File: config.mk
export PLATFORM = sky130hd
export DESIGN_NAME = rtcsp_port
export DESIGN_NICKNAME = d
export VERILOG_FILES = /design/src/hdl/rtcsp_pkg.sv /design/src/hdl/rtcsp_buf.sv /design/src/hdl/rtcsp_port.sv
export SDC_FILE = /design/constraint.sdc
export NUM_CORES = 1
export LEC_CHECK = 0
export ABC_AREA = 0
export BUFFER_PORTS_ARGS = -buffer_cell sky130_fd_sc_hd__buf_2
export CAP_MARGIN = 20
export CORE_MARGIN = 8
export CORE_UTILIZATION = 49
export DETAILED_ROUTE_END_ITERATION = 8
export GPL_TIMING_DRIVEN = 1
export PLACE_DENSITY = 0.75
export SETUP_SLACK_MARGIN = 0.1
export SYNTH_ARGS = -nofsm -noshare
export SYNTH_HDL_FRONTEND = slang
export SYNTH_SLANG_ARGS = --single-unit
File: constraint.sdc
create_clock -name core_clk -period 2.7 [get_ports core_clk]
set_input_delay 0.27 -clock core_clk [delete_from_list [all_inputs] [get_ports core_clk]]
set_output_delay 0.27 -clock core_clk [all_outputs]
set_load 0.02 [all_outputs]
File: src/hdl/rtcsp_pkg.sv
// constants and types shared by the rtc serial register port
// Summary of operation
// (RULE_01) four-wire: select low opens a transfer; while high inputs ignored, output released
// (RULE_02) four-wire: sample on strobe edge, drive on shift edge, chosen by clock polarity
// (RULE_03) one serial clock per bit; address and data come in eight-bit bytes
// (RULE_04) four-wire: bytes move most significant bit first in and out
// (RULE_05) first byte is address; top bit zero means reads, one means writes
// (RULE_06) pointer advances after every data byte while the transfer stays open; here a write byte refused by a full buffer leaves it unchanged
// (RULE_07) read pointer wraps 0Fh to 00h, write pointer wraps 8Fh to 80h
// (RULE_08) four-wire: time copy taken only when select falls
// (RULE_09) four-wire read: output undriven until a full data byte is ready
// (RULE_10) host makes the serial clock and toggles it only during bits
// (RULE_11) three-wire: enable high opens a transfer; one shared two-way data line
// (RULE_12) three-wire: sample on rising clock, drive on falling clock
// (RULE_13) three-wire: bytes move least significant bit first both ways
// (RULE_14) three-wire: time copy taken only when enable rises
// (RULE_15) single-byte access is address plus exactly one data byte
// (RULE_16) power-fail condition blocks every serial read and write
// (RULE_17) pushbutton debounce drives reset low and inhibits serial access
// (RULE_18) low seven address bits start the pointer; partial bytes never commit
package rtcsp_pkg;
  localparam int          RTCSP_BYTE_BITS   = 8;
  localparam logic [2:0]  RTCSP_BIT_LAST    = 3'h7;
  localparam logic [6:0]  RTCSP_PTR_RST     = 7'h00;
  localparam logic [6:0]  RTCSP_RD_WRAP_HI  = 7'h0F;
  localparam logic [6:0]  RTCSP_RD_WRAP_LO  = 7'h00;
  localparam logic [6:0]  RTCSP_WR_WRAP_HI  = 7'h0F;
  localparam logic [6:0]  RTCSP_WR_WRAP_LO  = 7'h00;
  localparam int          RTCSP_TIME_REGS   = 8;
  localparam logic [7:0]  RTCSP_REG_RST     = 8'h00;
  localparam int          RTCSP_BUF_DEPTH   = 2;
  typedef enum logic [1:0] {RTCSP_IDLE, RTCSP_ADDR, RTCSP_DATA} rtcsp_state_t;
endpackage

File: src/hdl/rtcsp_buf.sv
// two-entry valid/ready buffer for write words
`timescale 1ns/1ns
module rtcsp_buf
  import rtcsp_pkg::*;
(
  input  wire logic        core_clk,
  input  wire logic        resetn,
  input  wire logic        in_valid,
  output logic             in_ready,
  input  wire logic [14:0] in_data,
  output logic             out_valid,
  input  wire logic        out_ready,
  output logic [14:0]      out_data
);
  logic [14:0] mem_q [RTCSP_BUF_DEPTH];
  logic        wp_q;
  logic        rp_q;
  logic [1:0]  cnt_q;
  wire         push = in_valid && in_ready;
  wire         pop  = out_valid && out_ready;

  // flags and head word
  assign in_ready  = (cnt_q != 2'h2);
  assign out_valid = (cnt_q != 2'h0);
  assign out_data  = mem_q[rp_q];

  // pointers and fill count
  always_ff @(posedge core_clk or negedge resetn) begin
    if (!resetn) begin
      wp_q  <= 1'b0;
      rp_q  <= 1'b0;
      cnt_q <= 2'h0;
    end else begin
      if (push) wp_q <= ~wp_q;
      if (pop) rp_q <= ~rp_q;
      cnt_q <= cnt_q + {1'b0, push} - {1'b0, pop};
    end
  end

  // storage
  always_ff @(posedge core_clk) begin
    if (push) mem_q[wp_q] <= in_data;
  end
endmodule

File: src/hdl/rtcsp_port.sv
// serial register port top: four-wire and three-wire variants
`timescale 1ns/1ns
module rtcsp_port
  import rtcsp_pkg::*;
(
  input  wire logic        core_clk,
  input  wire logic        resetn,
  input  wire logic        three_wire,
  input  wire logic        cpol,
  input  wire logic        select_low_in,
  input  wire logic        enable_in,
  input  wire logic        sclk_in,
  input  wire logic        sdi_in,
  input  wire logic        sio_in,
  output logic             sdo_out,
  output logic             sdo_oe,
  output logic             sio_out,
  output logic             sio_oe,
  input  wire logic        power_fail,
  input  wire logic        pb_debounce,
  output logic             rst_n_out,
  input  wire logic [63:0] live_time,
  input  wire logic [7:0]  reg_rd_data,
  output logic [6:0]       reg_rd_addr,
  output logic             wr_valid,
  input  wire logic        wr_ready,
  output logic [6:0]       wr_addr,
  output logic [7:0]       wr_data,
  output logic             snap_pulse,
  output logic [63:0]      snap_time
);
  // ****************************************
  // input synchronisers
  // ****************************************
  logic [2:0] sck_s_q, sel_s_q, en_s_q, di_s_q, io_s_q;
  // three flops each, second and third compared
  always_ff @(posedge core_clk or negedge resetn) begin
    if (!resetn) begin
      sck_s_q <= 3'h0;
      sel_s_q <= 3'h7;
      en_s_q  <= 3'h0;
      di_s_q  <= 3'h0;
      io_s_q  <= 3'h0;
    end else begin
      sck_s_q <= {sck_s_q[1:0], sclk_in};
      sel_s_q <= {sel_s_q[1:0], select_low_in};
      en_s_q  <= {en_s_q[1:0], enable_in};
      di_s_q  <= {di_s_q[1:0], sdi_in};
      io_s_q  <= {io_s_q[1:0], sio_in};
    end
  end

  // qualified edges and levels
  wire sck_rise = sck_s_q[1] && !sck_s_q[2];
  wire sck_fall = !sck_s_q[1] && sck_s_q[2];
  wire open_lvl = three_wire ? en_s_q[2] : !sel_s_q[2];
  wire open_now = three_wire ? en_s_q[1] : !sel_s_q[1];
  wire start_ev = open_now && !open_lvl;              // [RULE_08] [RULE_14]
  wire blocked  = power_fail || pb_debounce;          // [RULE_16] [RULE_17]
  wire sample_e = three_wire ? sck_rise : (cpol ? sck_rise : sck_fall); // [RULE_02] [RULE_12]
  wire shift_e  = three_wire ? sck_fall : (cpol ? sck_fall : sck_rise); // [RULE_02] [RULE_12]
  wire bit_in   = three_wire ? io_s_q[2] : di_s_q[2];

  // ****************************************
  // transfer state
  // ****************************************
  rtcsp_state_t st_q, st_d;
  logic [2:0]   cnt_q;
  logic [7:0]   sh_q;
  logic [6:0]   ptr_q;
  logic         wr_q;
  logic [7:0]   tx_q;
  logic         drv_q;
  logic [63:0]  snap_q;
  logic         rst_q;
  logic         snp_q;
  logic         ld_q;

  // assembled byte: msb first shifts left, lsb first shifts right
  wire [7:0] sh_next = three_wire ? {bit_in, sh_q[7:1]} : {sh_q[6:0], bit_in}; // [RULE_04] [RULE_13]
  wire       byte_done = sample_e && (cnt_q == RTCSP_BIT_LAST);  // [RULE_03]
  wire       active    = open_lvl && open_now && !blocked;

  // pointer advance with wrap, separate for reads and writes
  function automatic logic [6:0] ptr_inc(input logic [6:0] p, input logic w);
    logic [6:0] hi;
    logic [6:0] lo;
    hi = w ? RTCSP_WR_WRAP_HI : RTCSP_RD_WRAP_HI;
    lo = w ? RTCSP_WR_WRAP_LO : RTCSP_RD_WRAP_LO;
    ptr_inc = (p == hi) ? lo : p + 7'h01;
  endfunction

  // next state
  always_comb begin
    st_d = st_q;
    case (st_q)
      RTCSP_IDLE: if (start_ev && !blocked) st_d = RTCSP_ADDR;
      RTCSP_ADDR: if (!active) st_d = RTCSP_IDLE;
                  else if (byte_done) st_d = RTCSP_DATA;  // [RULE_05]
      RTCSP_DATA: if (!active) st_d = RTCSP_IDLE;
      default:    st_d = RTCSP_IDLE;
    endcase
  end

  wire buf_ready;
  wire wr_push = (st_q == RTCSP_DATA) && active && byte_done && wr_q; // [RULE_18]
  wire rd_byte = (st_q == RTCSP_DATA) && active && byte_done && !wr_q;
  wire adr_byte = (st_q == RTCSP_ADDR) && active && byte_done;
  wire [7:0] rd_bits = (ptr_q < 7'(RTCSP_TIME_REGS)) ? snap_q[ptr_q[2:0]*8 +: 8] : reg_rd_data;

  // serial datapath
  always_ff @(posedge core_clk or negedge resetn) begin
    if (!resetn) begin
      st_q  <= RTCSP_IDLE;
      cnt_q <= 3'h0;
      sh_q  <= RTCSP_REG_RST;
      ptr_q <= RTCSP_PTR_RST;
      wr_q  <= 1'b0;
      tx_q  <= RTCSP_REG_RST;
      drv_q <= 1'b0;
      ld_q  <= 1'b0;
    end else begin
      st_q <= st_d;
      if (st_d == RTCSP_IDLE || start_ev) begin
        cnt_q <= 3'h0;                                    // [RULE_18]
        drv_q <= 1'b0;                                    // [RULE_01] [RULE_09]
      end else if (sample_e) begin
        cnt_q <= cnt_q + 3'h1;
        sh_q  <= sh_next;
      end
      if (adr_byte) begin
        wr_q  <= sh_next[7];                              // [RULE_05]
        ptr_q <= sh_next[6:0];                            // [RULE_18]
      end else if ((wr_push && buf_ready) || rd_byte) begin
        ptr_q <= ptr_inc(ptr_q, wr_q);                    // [RULE_06] [RULE_07]
      end
      // reload one cycle after a read byte, once pointer and register data have moved on
      ld_q <= rd_byte;
      // load a whole byte before driving, then shift on the shift edge
      if (st_q == RTCSP_DATA && !wr_q && active && cnt_q == 3'h0 && !drv_q) begin
        tx_q  <= rd_bits;
        drv_q <= 1'b1;                                    // [RULE_09]
      end else if (drv_q && shift_e && cnt_q != 3'h0) begin
        tx_q  <= three_wire ? {1'b0, tx_q[7:1]} : {tx_q[6:0], 1'b0};
      end else if (drv_q && ld_q) begin
        tx_q  <= rd_bits;                                 // [RULE_06]
      end
    end
  end

  // snapshot, reset pin and output pins
  always_ff @(posedge core_clk or negedge resetn) begin
    if (!resetn) begin
      snap_q  <= 64'h0;
      rst_q   <= 1'b0;
      snp_q   <= 1'b0;
      sdo_out <= 1'b0;
      sdo_oe  <= 1'b0;
      sio_out <= 1'b0;
      sio_oe  <= 1'b0;
    end else begin
      if (start_ev) snap_q <= live_time;                  // [RULE_08] [RULE_14]
      snp_q   <= start_ev;
      rst_q   <= !(power_fail || pb_debounce);            // [RULE_17]
      sdo_out <= three_wire ? 1'b0 : tx_q[7];             // [RULE_04]
      sdo_oe  <= !three_wire && drv_q && active;          // [RULE_01] [RULE_09]
      sio_out <= three_wire ? tx_q[0] : 1'b0;             // [RULE_13]
      sio_oe  <= three_wire && drv_q && active;           // [RULE_11]
    end
  end

  assign reg_rd_addr = ptr_q;
  assign snap_time   = snap_q;
  assign snap_pulse  = snp_q;
  assign rst_n_out   = rst_q;

  // ****************************************
  // write buffer
  // ****************************************
  rtcsp_buf u_buf (
    .core_clk  (core_clk),
    .resetn    (resetn),
    .in_valid  (wr_push),
    .in_ready  (buf_ready),
    .in_data   ({ptr_q, sh_next}),
    .out_valid (wr_valid),
    .out_ready (wr_ready),
    .out_data  ({wr_addr, wr_data})
  );
endmodule

==> Word-level counts from Yosys, hierarchy flattened <==
Memory sizes are Yosys's and may differ from the RTL's.
Cells that the tools add are included.
{ "classes": {"n_addsub": 4, "magnitude_cmp": 1, "n_eq_ne": 5, "shift": 1, "muxes": 29, "bitwise": 3, "reduce_logical": 48} }
{ "ops": {"columns": ["cell", "count"], "rows": [
  ["$shiftx 64x7->8", 1],
  ["$mux 8", 6],
  ["$logic_and 1x1->1", 26],
  ["$mux 7", 3],
  ["$mux 1", 13],
  ["$logic_not 1->1", 9],
  ["$mux 2", 4],
  ["$reduce_bool 2->1", 4],
  ["$add 7x1->7 const B", 1],
  ["$eq 7x4->1 const B", 1],
  ["$lt 7x4->1 const B", 1],
  ["$mux 3", 2],
  ["$pmux 2 s3", 1],
  ["$reduce_bool 3->1", 2],
  ["$logic_not 2->1", 2],
  ["$add 3x1->3 const B", 1],
  ["$eq 3x3->1 const B", 1],
  ["$logic_not 3->1", 1],
  ["$logic_or 1x1->1", 3],
  ["$not 1->1", 3],
  ["$add 2x1->2", 1],
  ["$eq 2x1->1 const B", 1],
  ["$eq 2x2->1 const B", 1],
  ["$ne 2x2->1 const B", 1],
  ["2 further kinds", 2]
]} }
{ "word_totals": {"regBits": 120, "ram_bits": 30, "input_bits": 84, "elab_cells": 115, "n_memories": 1} }
{ "memory_table": {"columns": ["memory", "words", "width", "rd", "rd_clocked_by_memory_dff", "wr", "line", "rtl"], "rows": [
  ["u_buf.mem_q", 2, 15, 1, 0, 1, "rtcsp_buf.sv:15", "logic [14:0] mem_q [RTCSP_BUF_DEPTH];"]
]} }

==> Logic depth before layout (Yosys ltp) <==
Gate-level depths: netlist of the first run.
{ "logic_depth": {"depth_word": 12, "depth_mapped": 9} }

==> Hierarchy <==
A second synthesis of the first run with hierarchy kept.
{ "hier_totals": {"hier_cells": 472, "hier_area_um2": 6643.9} }
{ "modules_own_cells": {"columns": ["module", "n_inst", "cells_per_inst", "area_each_um2", "seq_area_each_um2"], "rows": [
  ["rtcsp_port", 1, 408, 5352.6, 2906.5],
  ["rtcsp_buf", 1, 64, 1291.2, 1001.0]
]} }

==> Worst setup path after synthesis of the first run <==
OpenSTA, ideal clock, no wires.
{ "synth_path": {"path_kind": "register to register", "from": "reg sck_s_q[1]", "to": "mem u_buf.mem_q[0][0], enable pin", "t_arrival_ns": 2.062, "t_required_ns": 2.312, "path_slack_ns": 0.250, "stages_incl_launch_ff": 6, "period_less_slack_ns": 2.450, "cell_sequence": "dfrtp_1 > nor2b_1 > mux2i_4 > nand2b_4 > nor4_4 > nor2b_1"} }
{ "synth_via": {"elab_chain_cells": 10} }
{ "synth_rtl": {"columns": ["element", "line", "rtl"], "rows": [
  ["start: declaration", "rtcsp_port.sv:35", "logic [2:0] sck_s_q, sel_s_q, en_s_q, di_s_q, io_s_q;"],
  ["start signal: assignment", "rtcsp_port.sv:45", "sck_s_q <= {sck_s_q[1:0], sclk_in};"],
  ["$logic_not 1->1", "rtcsp_port.sv:55", "wire sck_fall = !sck_s_q[1] && sck_s_q[2];"],
  ["$logic_and 1x1->1", "rtcsp_port.sv:55", null],
  ["$mux 1", "rtcsp_port.sv:60", "wire sample_e = three_wire ? sck_rise : (cpol ? sck_rise : sck_fall);"],
  ["$mux 1 (*)", "rtcsp_port.sv:60", null],
  ["$logic_and 1x1->1 (*)", "rtcsp_port.sv:81", "wire byte_done = sample_e && (cnt_q == RTCSP_BIT_LAST);"],
  ["$logic_and 1x1->1 (*) (2 in a row)", "rtcsp_port.sv:106", "wire wr_push = (st_q == RTCSP_DATA) && active && byte_done && wr_q;"],
  ["$logic_and 1x1->1 (*)", "rtcsp_buf.sv:19", "wire push = in_valid && in_ready;"],
  ["net u_buf.push", "rtcsp_buf.sv:19", null],
  ["$mux 1 (*)", "rtcsp_buf.sv:42", "if (push) mem_q[wp_q] <= in_data;"],
  ["$mux 1 (implied by the code) (*)", "rtcsp_buf.sv:42", null],
  ["end: declaration", "rtcsp_buf.sv:15", null]
]} }
The timed path passes the listed nets; every way through them passes the cells marked *.

==> Worst setup path after layout of the first run <==
{ "layout_path": {"from": "reg cnt_q[1]", "to": "reg ptr_q[4], in the netlist reg_rd_addr[4]"} }
{ "layout_via": {"elab_chain_cells": 7} }
{ "layout_rtl": {"columns": ["element", "line", "rtl"], "rows": [
  ["start: declaration", "rtcsp_port.sv:68", "logic [2:0] cnt_q;"],
  ["start signal: assignment", "rtcsp_port.sv:128", "cnt_q <= cnt_q + 3'h1;"],
  ["$eq 3x3->1 (*)", "rtcsp_port.sv:81", null],
  ["$logic_and 1x1->1 (*)", "rtcsp_port.sv:81", null],
  ["$logic_and 1x1->1", "rtcsp_port.sv:106, rtcsp_port.sv:107", null],
  ["$logic_and 1x1->1", "rtcsp_port.sv:106", null],
  ["$logic_and 1x1->1", "rtcsp_port.sv:134", "end else if ((wr_push && buf_ready) || rd_byte) begin"],
  ["$logic_or 1x1->1", "rtcsp_port.sv:134", null],
  ["$reduce_bool 2->1 (no source line)", null, null],
  ["end signal: assignment", "rtcsp_port.sv:133", "ptr_q <= sh_next[6:0];"],
  ["end signal: assignment", "rtcsp_port.sv:135", "ptr_q <= ptr_inc(ptr_q, wr_q);"],
  ["end: declaration", "rtcsp_port.sv:70", "logic [6:0] ptr_q;"]
]} }
Mark *: on every way between the ends. The rest lies on a longest branch, timed or not.
A chain may end at the register's enable or synchronous reset.

==> results of run 1 <==
## placed cells by master (no fill, tap or decap), drive strengths merged, types with 6 or more instances in the layout
cell,n
mux2i,37
clkbuf,23
a22oi,11
inv,11
buf,185
ha,6
nand2b,6
dlygate4sd3,6
mux2,98
nand3,15
nor2,19
a31o,6
edfxtp,30
nor2b,6
and4,6
nand2,20
dfrtp,117
## per-stage QoR
step	power, W	utilization, %	area [sq um]	setup slack (ps)	hold slack, ps
floorplan	0.00340	-	6810	250	-25.6
global placement	0.00383	57.5	7890	404	134
detailed placement	0.00386	57.5	7890	381	132
CTS	0.00621	62.2	8530	543	40.4
global route	0.00641	62.2	8530	388	49.0
finish	0.00616	62.2	8530	565	55.1
## registers in the layout, summed over array words and instances, names as in the netlist, 2 cells and up
register	count
sel_s_q	3
st_q	2
snap_time	64
tx_q	8
sh_q	8
io_s_q	3
u_buf.mem_q	30
u_buf.cnt_q	2
reg_rd_addr	7
en_s_q	3
sck_s_q	3
cnt_q	3
di_s_q	3
## worst register-to-register path, cell delays in order (launching register included)
cell      delay [ps]
dfrtp_1          370
ha_1             160
ha_1             220
inv_1            100
a311o_1          400
a211oi_4         450
a41o_1           230
a31oi_1           70
## final timing paths
| path | startpoint | end | slack, ps | cells after the start |
|---|---|---|---|---|
| worst max-delay path | cnt_q[1] | reg_rd_addr[4] | 560 | 7 |
| worst min-delay path | power_fail | rst_n_out | 60 | 2 |
| worst max register to register | cnt_q[1] | reg_rd_addr[4] | 560 | 7 |
| worst min register to register | di_s_q[1] | di_s_q[2] | 340 | 0 |
| max in group asynchronous | resetn | reg_rd_addr[0] | 1620 | 3 |
| min in group asynchronous | resetn | sck_s_q[2] | 250 | 2 |
## kinds of logic (layout without fill, tap and decap cells)
kind of cell	after synthesis	in the layout	share of synthesized area [%]
DFF	150	150	57.4
muxes	139	139	23.6
and+or+nand+nor	95	95	8.84
AOI/OAI and AO/OA	47	47	5.68
buffers and inverters	33	233	2.45
xor gates and xnor gates	7	7	0.901
adders and majority gates	6	6	1.10
## cell type report
type | count | area (sq um) | share of cell area [%]
clock buffers | 23 | 448 | 5.25
well taps | 180 | 225 | 2.64
inverters | 10 | 37.5 | 0.440
clock inverters | 9 | 129 | 1.51
repair buffers | 191 | 1040 | 12.1
multi-input cells | 294 | 2740 | 32.2
flip-flops and latches | 150 | 3910 | 45.8
## what timing repair did
| item | CTS | global route |
|---|---|---|
| hold buffers | 6 | 0 |
| hold endpoints to repair | 16 | 0 |
| endpoints found under the setup margin | 0 | 0 |
## routing by layer
layer / vias up / part of all wire (%) / track usage (%) / wire [microns]
met2: 182 / 47 / 29.7 / 7860
met3: 22 / 9.0 / 7.63 / 1490
met5: - / 0.060 / 0 / 10
met4: 2 / 1.6 / 7.80 / 267
met1: 2257 / 42 / 23.8 / 6990
li1: 2142 / - / - / -
## report_power, final
group | internal [W] | leakage (nW) | switching (W)
Combinational | 0.000481 | 1.79 | 0.000588
Sequential | 0.00253 | 1.75 | 0.000225
Clock | 0.00145 | 0.276 | 0.000891
==> impl_metrics.csv, run 1 <==
group,metric,value,unit
outcome,status,"completed",
setup_path,slowest_stage,"a211oi_4",
setup_path,path_class,"flip-flop to flip-flop",
sta,period_needed,2140,ps
die,pin_count,177,
place,hpwlAfterDp,12.3,mm
sta,finalSetupViolCount,0,
clocking,cts_buffer_depth,2,
sta,fin_skew,5.48,ps
hold_path,hold_class,"primary input to flip-flop",
synth,synth.most_common_cell,"dfrtp_1",
sta,timing.final.crit_share,79.1,%
cells_and_area,antennaDiodeCount,0,
clocking,cts_tree,"yes",
setup_path,critical-path-top-delay-family,"compound AO/OA/AOI/OAI gates",
pwr,power_density,723,nW/um^2
synth,synth_enable_flop_cells,30,
global_routing,grt_pass1_vias,5067,
synth,synth_area_leaders,"dfrtp_1 (43%), mux2_2 (15%), edfxtp_1 (13%)",
place,globalplace.congestion,0.857,
setup_path,worstPathCellList,"ha_1 > ha_1 > inv_1 > a311o_1 > a211oi_4 > a41o_1 > a31oi_1",
sta,slew_headroom,55.1,%
synth,dominantRegCellSynth,"dfrtp_1",
synth,netlist_top_cells_count,"dfrtp_1 (117), mux2_2 (89), mux2i_1 (36)",
setup_path,endpoint_kind,"flip-flop",
die,die_area,17900,sq um
die,fp.dieH,134,microns
sta,fmax,468,MHz
clocking,numCtsBuffers,17,
synth,synth.largest_area_cell,"dfrtp_1",
drt,wire_per_inst,19.4,microns
drt,ant_nets,0,
synth,syn_inst,477,
global_routing,track_usage,19.3,%
synth,synth.net_count,567,
synth,synth-seq-cells,150,
cells_and_area,drive_gt1_share,49.2,%
run,maxCapViolCount,0,
drt,vias,4605,
synth,synth_cell_types,64,
place,port-buffer-count,176,
sta,max_slew.worst_pin.slew,673,ps
clocking,cts_setup_buffers,0,
place,placed_cells,819,
setup_path,slowest_delay,450,ps
global_routing,antenna_found_initial,1,
synth,synthArstFlopShare,80.0,%
die,start_util,49.6,%
clocking,cts-root-buf,"clkbuf_16",
synth,yosysSeqAreaShare,57.4,%
die,core_area,13700,sq um
cells_and_area,syn2layout_area_growth,25.3,%
clocking,clk_latency,420,ps
die,rows,43,
setup_path,critPathLaunchType,"flip-flop",
drt,viasPerCell,5.37,
global_routing,gr-total-overflow,0,
pwr,ir_drop,0.404,mV
pwr,leakage,3.81,nW
sta,setup_tns,0,ps
clocking,cts.clk_slew.worst_paths,60,ps
drt,drc,0,
sta,hold_viol_final,0,
global_routing,grt_max_degree,67,
cells_and_area,fillers,1046,
setup_path,worst-path-buf-inv,1,
global_routing,grt_first_pass_wirelength,27.0,mm
cells_and_area,fin_nets,754,
setup_path,worst-path-max-fanout,8,
synth,synth_area,6810,sq um
drt,drt-pass1-iter-count,4,
clocking,cts_max_level,4,
clocking,cts_resized,0,
drt,drt-total-wl,16.6,mm
sta,final_max_slew_viol_count,0,
synth,avgSynthCellArea,14.3,sq um
sta,rsz0062_at_grt,"no",
cells_and_area,final_cells,857,
synth,yosys_warnings,0,
clocking,cts.sinks,150,
drt,initialDrtViolationCount,288,
die,dieWidth,134,microns
setup_path,cp.arrival,2420,ps
setup_path,crit_top_cell,"ha_1",
synth,synth_top_cell_area_share,43.0,%
setup_path,critPathRequiredTime,2990,ps
Note: power is estimated with default switching activity, not from simulation.
==> run 2, diff against run 1 <==
ABC_AREA = 1   (was 0)
clock period = 2.2 ns   (was 2.7 ns; I/O delays follow)
==> run 2 against run 1 <==
Global-route usage rose by 2.7 points. Cell area grew 5.7%. Clock skew up 6.1 ps. Register-to-register slack worse by 200 ps. Clock-buffer cell count increased by 5. Critical path type is now primary input to flip-flop. Sequential cell count stayed put. Area after synthesis grew 0.66%. Cell count rose by 43%.
==> impl_metrics.csv, run 2 <==
group,metric,value,unit
sta,fmax,511,MHz
global_routing,grt_pass1_vias,6246,
synth,synth_enable_flop_cells,30,
synth,synth_area,6850,sq um
sta,fin_hold_ws,7.37,ps
setup_path,regToRegStartpoint,"cnt_q[0]",
global_routing,gr-total-overflow,0,
sta,fin_skew,11.6,ps
place,port-buffer-count,176,
drt,met2WireLength,9.34,mm
sta,timing.final.crit_share,88.9,%
global_routing,grt_max_degree,46,
clocking,cts.clk_slew.worst_paths,60,ps
drt,vias,6156,
sta,period_needed,1960,ps
drt,top_layer,"met4",
cells_and_area,antennaDiodeCount,0,
setup_path,slowest_delay,530,ps
synth,dominantRegCellSynth,"dfrtp_1",
place,hpwlAfterDp,13.8,mm
cells_and_area,final_cell_mix,"nand2_1 (347), buf_2 (175), dfrtp_1 (117)",
setup_path,critPathLaunchType,"primary input",
die,core_area,13800,sq um
run,maxCapViolCount,0,
synth,syn_inst,804,
sta,hold_viol_final,0,
drt,viasPerCell,5.03,
drt,ant_nets,0,
synth,synth-seq-cells,150,
drt,initialDrtViolationCount,369,
synth,avgSynthCellArea,8.52,sq um
global_routing,track_usage,22.0,%
die,rows,43,
clocking,clk_latency,420,ps
synth,synthArstFlopShare,80.0,%
clocking,cts_buffer_depth,2,
synth,synth_top_cell_area_share,42.7,%
pwr,power_density,852,nW/um^2
clocking,numCtsBuffers,17,
sta,rsz0062_at_grt,"no",
clocking,cts-root-buf,"clkbuf_16",
die,die_area,18000,sq um
sta,max_slew.worst_pin.slew,620,ps
clocking,cts_max_level,4,
synth,netlist_top_cells_count,"nand2_1 (347), dfrtp_1 (117), nor2_1 (54)",
sta,slew_headroom,58.7,%
synth,synth.net_count,894,
cells_and_area,syn2layout_area_growth,31.6,%
hold_path,hold_class,"primary input to flip-flop",
cells_and_area,regArea,3910,sq um
setup_path,endpoint_kind,"flip-flop",
outcome,status,"completed",
clocking,cts_tree,"yes",
die,pin_count,177,
die,fp.dieH,134,microns
synth,synth_cell_types,34,
drt,drc,0,
cells_and_area,largest_reg_flops,64,
setup_path,worstPathCellList,"dlygate4sd3_1 > buf_2 > nor2_1 > nand3_2 > nor2_4 > nand3_4 > nor2_2 > nand3_1 > nor2_1 > buf_6",
cells_and_area,final_common_cell,"nand2_1",
synth,synth.most_common_cell,"nand2_1",
clocking,cts.sinks,150,
pwr,ir_drop,0.691,mV
sta,setup_tns,0,ps
synth,synth.largest_area_cell,"dfrtp_1",
setup_path,critPathRequiredTime,2320,ps
drt,met1Wirelength,8.10,mm
pwr,leakage,4.65,nW
synth,yosysSeqAreaShare,57.0,%
die,dieWidth,134,microns
cells_and_area,multiInputGateArea,2570,sq um
global_routing,grt_first_pass_wirelength,31.4,mm
setup_path,path_class,"primary input to flip-flop",
drt,drt-pass1-iter-count,5,
setup_path,worst-path-buf-inv,3,
die,start_util,49.7,%
drt,wire_per_inst,15.8,microns
place,globalplace.congestion,0.896,
setup_path,critical-path-top-delay-family,"simple AND/OR/NAND/NOR gates",
setup_path,crit_start,"power_fail",
cells_and_area,fillers,1131,
cells_and_area,drive_gt1_share,23.6,%
cells_and_area,fin_nets,1122,
setup_path,slowest_stage,"dlygate4sd3_1",
global_routing,antenna_found_initial,0,
setup_path,worst-path-max-fanout,15,
synth,synth_area_leaders,"dfrtp_1 (43%), nand2_1 (19%), edfxtp_1 (13%)",
hold_path,hold_start,"live_time[49]",
synth,yosys_warnings,0,
setup_path,crit_top_cell,"nor2_1",
drt,drt-total-wl,19.4,mm
sta,finalSetupViolCount,0,
setup_path,cp.arrival,2070,ps
drt,dr_wl_met3,1.46,mm
sta,final_max_slew_viol_count,0,
## run 2: cell count changes after synthesis, sizes merged, moves of 11 or more
cell	before	now
a22oi	11	0
clkbuf	4	21
inv	10	50
mux2	98	0
mux2i	37	0
nand2	20	351
nand3	15	40
nand4	1	17
nor2	19	59
o211ai	1	12
o21ai	4	57
## run 2: where the power goes
group          internal, W  switching (W)  total (W)
combinational     0.000602        0.00116    0.00176
clock              0.00156        0.00104    0.00259
sequential         0.00310       0.000219    0.00332
## run 2: worst paths after layout
check,to,slack (ps),cells past startpoint
max,u_buf.mem_q[1][11],240,10
min,snap_time[49],7,3
max reg2reg,u_buf.cnt_q[1],360,9
min reg2reg,sck_s_q[1],350,0
max in group asynchronous,snap_time[17],1250,3
min in group asynchronous,snap_time[40],360,2
## run 2: worst register-to-register path, delay by kind of cell (launching register included)
kind                       cells  cell delay, ps
xor gates and xnor gates       2             350
buffers and inverters          1              70
adders and majority gates      3             610
DFF                            1             390
and+or+nand+nor                3             350
## run 2: final cells by class
cell class / instances / share of cell area, %
Clock buffer: 28 / 5.62
Tap cell: 180 / 2.50
Clock inverter: 4 / 0.250
Sequential cell: 150 / 43.4
Inverter: 51 / 2.12
Multi-Input combinational cell: 566 / 28.6
Timing Repair Buffer: 246 / 17.6
## run 2: logic make-up after synthesis
family	synth area share (%)
simple gates	29.2
flops	57.0
buf+inv	5.44
compound gates	6.23
xor+xnor	1.02
fa+ha+maj	1.10
## run 2: timing repair
action,CTS,global route
buffers inserted,0,0
hold buffers,52,0
endpoints found under the hold margin,89,0
endpoints found under the setup margin,0,30
gates resized for setup,0,2
## run 2: metal layers
| layer | global-route usage (%) | vias to the layer above |
|---|---|---|
| met3 | 6.02 | 38 |
| met1 | 27.1 | 2853 |
| met2 | 35.1 | 246 |
| met5 | 0 | - |
| met4 | 10.3 | 0 |
| li1 | - | 3019 |
## run 2: stage by stage
step	power [W]	util (%)	cells	instance area, sq um	worst slack [ps]
2_1_floorplan	0.00436	-	804	6850	61.7
3_3_place_gp	0.00502	57.8	1141	7960	370
3_5_place_dp	0.00506	57.8	1141	7960	316
4_1_cts	0.00773	65.4	1225	9000	239
5_1_grt	0.00805	65.4	1225	9010	113
6_report	0.00768	65.4	1225	9010	245
==> run 3, diff against run 2 <==
ABC_AREA = default   (was 1)
==> run 3 against run 2 <==
Clock-buffer cell count decreased by 6. Critical path depth shrank 2. Maximum frequency decreased by 3.9%. Cell area shrank 3.3%. Register-to-register slack got worse by 170 ps. Sequential cell count did not move. Total power fell by 1.2%. Global-route usage down 2.8 points. Sequential share of layout area rose by 1.5 points. Largest power group unchanged. Sequential power rose by 2%. Combinational power fell by 26%. Clock power rose by 12%. Critical path type unchanged.
==> impl_metrics.csv, run 3 (synthesized netlist as in run 1, its figures left out) <==
group,metric,value,unit
sta,fin_hold_ws,24.1,ps
clocking,numCtsBuffers,17,
die,die_area,17900,sq um
die,core_area,13700,sq um
clocking,cts.sinks,150,
setup_path,slowest_delay,540,ps
cells_and_area,final_common_cell,"buf_2",
sta,final_max_slew_viol_count,0,
setup_path,critPathLaunchType,"primary input",
place,hpwlAfterDp,12.4,mm
die,rows,43,
cells_and_area,multiInputGateArea,2760,sq um
setup_path,worstPathCellList,"dlygate4sd3_1 > buf_2 > nor2_4 > nand4_4 > buf_4 > a221o_2 > nor2_8 > mux2_4",
sta,setup_tns,0,ps
hold_path,worstHoldEndpoint,"snap_time[10]",
setup_path,worst-path-buf-inv,3,
cells_and_area,final_cells,872,
sta,rsz0062_at_grt,"yes",
die,dieWidth,134,microns
setup_path,cp_num_cells,8,
global_routing,gr-total-overflow,0,
setup_path,path_class,"primary input to flip-flop",
pwr,clockPowerShare,38.2,%
die,start_util,49.6,%
drt,vias,4676,
cells_and_area,largest_reg_flops,64,
drt,wire_per_inst,19.0,microns
clocking,cts_max_level,4,
run,maxCapViolCount,0,
place,placed_cells,830,
clocking,cts-root-buf,"clkbuf_16",
cells_and_area,antennaDiodeCount,0,
clocking,cts_buffer_depth,2,
hold_path,holdPathStages,2,
drt,ant_nets,0,
outcome,status,"completed",
cells_and_area,fin_nets,769,
setup_path,critical-path-top-delay-family,"buffers and inverters",
sta,fmax,492,MHz
pwr,p_int,0.00549,W
clocking,cts.clk_slew.worst_paths,60,ps
global_routing,track_usage,19.2,%
clocking,cts_tree,"yes",
setup_path,critPathRequiredTime,2500,ps
sta,hold_viol_final,0,
pwr,p_sw_share,27.5,%
cells_and_area,final_cell_mix,"buf_2 (175), dfrtp_1 (116), mux2_2 (89)",
pwr,power_density,870,nW/um^2
pwr,leakage,3.91,nW
hold_path,hold_class,"primary input to flip-flop",
clocking,clk_latency,420,ps
die,pin_count,177,
setup_path,regToRegStartpoint,"cnt_q[0]",
setup_path,worst-r2r-cell-count,7,
pwr,netSwitchingPower,0.00209,W
place,port-buffer-count,176,
global_routing,antenna_found_initial,2,
sta,timing.final.crit_share,92.4,%
cells_and_area,syn2layout_area_growth,28.1,%
setup_path,cp.arrival,2330,ps
global_routing,grt_first_pass_wirelength,26.7,mm
setup_path,rr_endpoint,"tx_q[0]",
sta,slew_headroom,55.6,%
hold_path,hold_start,"live_time[10]",
setup_path,endpoint_kind,"flip-flop",
setup_path,r2r_setup_slack,190,ps
die,fp.dieH,134,microns
place,globalplace.congestion,0.866,
drt,viasPerCell,5.36,
pwr,seqPwrFrac,44.5,%
cells_and_area,regArea,3910,sq um
cells_and_area,fillers,1061,
sta,max_slew.worst_pin.slew,666,ps
drt,drt-pass1-iter-count,4,
setup_path,worst-path-max-fanout,8,
pwr,combPwrFrac,17.3,%
sta,fin_skew,10.7,ps
pwr,ir_drop,0.592,mV
setup_path,slowest_stage,"dlygate4sd3_1",
drt,drc,0,
sta,finalSetupViolCount,0,
drt,drt-total-wl,16.6,mm
drt,initialDrtViolationCount,245,
sta,period_needed,2030,ps
cells_and_area,drive_gt1_share,51.2,%
global_routing,grt_max_degree,68,
global_routing,grt_pass1_vias,5069,
run 3: cell count changes in the layout (fill, tap and decap cells not counted), moves of 16 or more:
cell | before | now
dlygate4sd3_1 | 52 | 8
inv_1 | 45 | 10
mux2_2 | 0 | 89
mux2i_1 | 0 | 36
nand2_1 | 347 | 19
nand3_1 | 35 | 14
nand4_1 | 16 | 0
nor2_1 | 54 | 16
o21ai_0 | 52 | 2
run 3: power by group through the flow:
stage / logic (W) / registers [W] / clock network (W)
after detailed placement: 0.00132 / 0.00342 / 0
after CTS: 0.00133 / 0.00337 / 0.00296
after global placement: 0.00129 / 0.00342 / 0
after global routing: 0.00142 / 0.00341 / 0.00306
final: 0.00131 / 0.00337 / 0.00290
after floorplan: 0.000580 / 0.00359 / 0
run 3: final cells by class:
class,count,area share [%]
well taps,180,2.58
inverters,10,0.431
multi-input cells,294,31.7
clock buffers,22,5.57
flip-flops and latches,150,44.8
clock inverters,10,1.35
repair buffers,206,13.5
run 3: worst max-delay path by stage:
stage / from / endpoint
floorplan: sck_s_q[1] / u_buf.mem_q[0][0]
global placement: cnt_q[1] / reg_rd_addr[0]
detailed placement: cnt_q[1] / reg_rd_addr[0]
CTS: pb_debounce / sh_q[0]
global route: pb_debounce / sh_q[0]
finish: pb_debounce / sh_q[0]
run 3: per-stage QoR:
stage	utilization, %	power (W)	cell area (sq um)	setup WS, ps
2_1_floorplan	-	0.00417	6810	184
3_3_place_gp	58.3	0.00471	7990	183
3_5_place_dp	58.3	0.00474	7990	91.9
4_1_cts	63.2	0.00766	8680	123
5_1_grt	63.5	0.00789	8720	93.6
6_report	63.5	0.00758	8720	166
run 3: layer usage:
metal,routed length [microns],vias to the layer above,track usage [%]
met4,263,4,6.86
met2,7950,171,29.8
met5,22,-,0
li1,-,2184,-
met1,7010,2293,23.5
met3,1360,24,7.93
run 3: what timing repair did:
item / 4_1_cts / 5_1_grt
gates resized for setup: 0 / 4
endpoints found under the setup margin: 3 / 31
pin swaps: 1 / 5
endpoints found under the hold margin: 75 / 0
buffers inserted: 0 / 2
hold buffers: 8 / 0
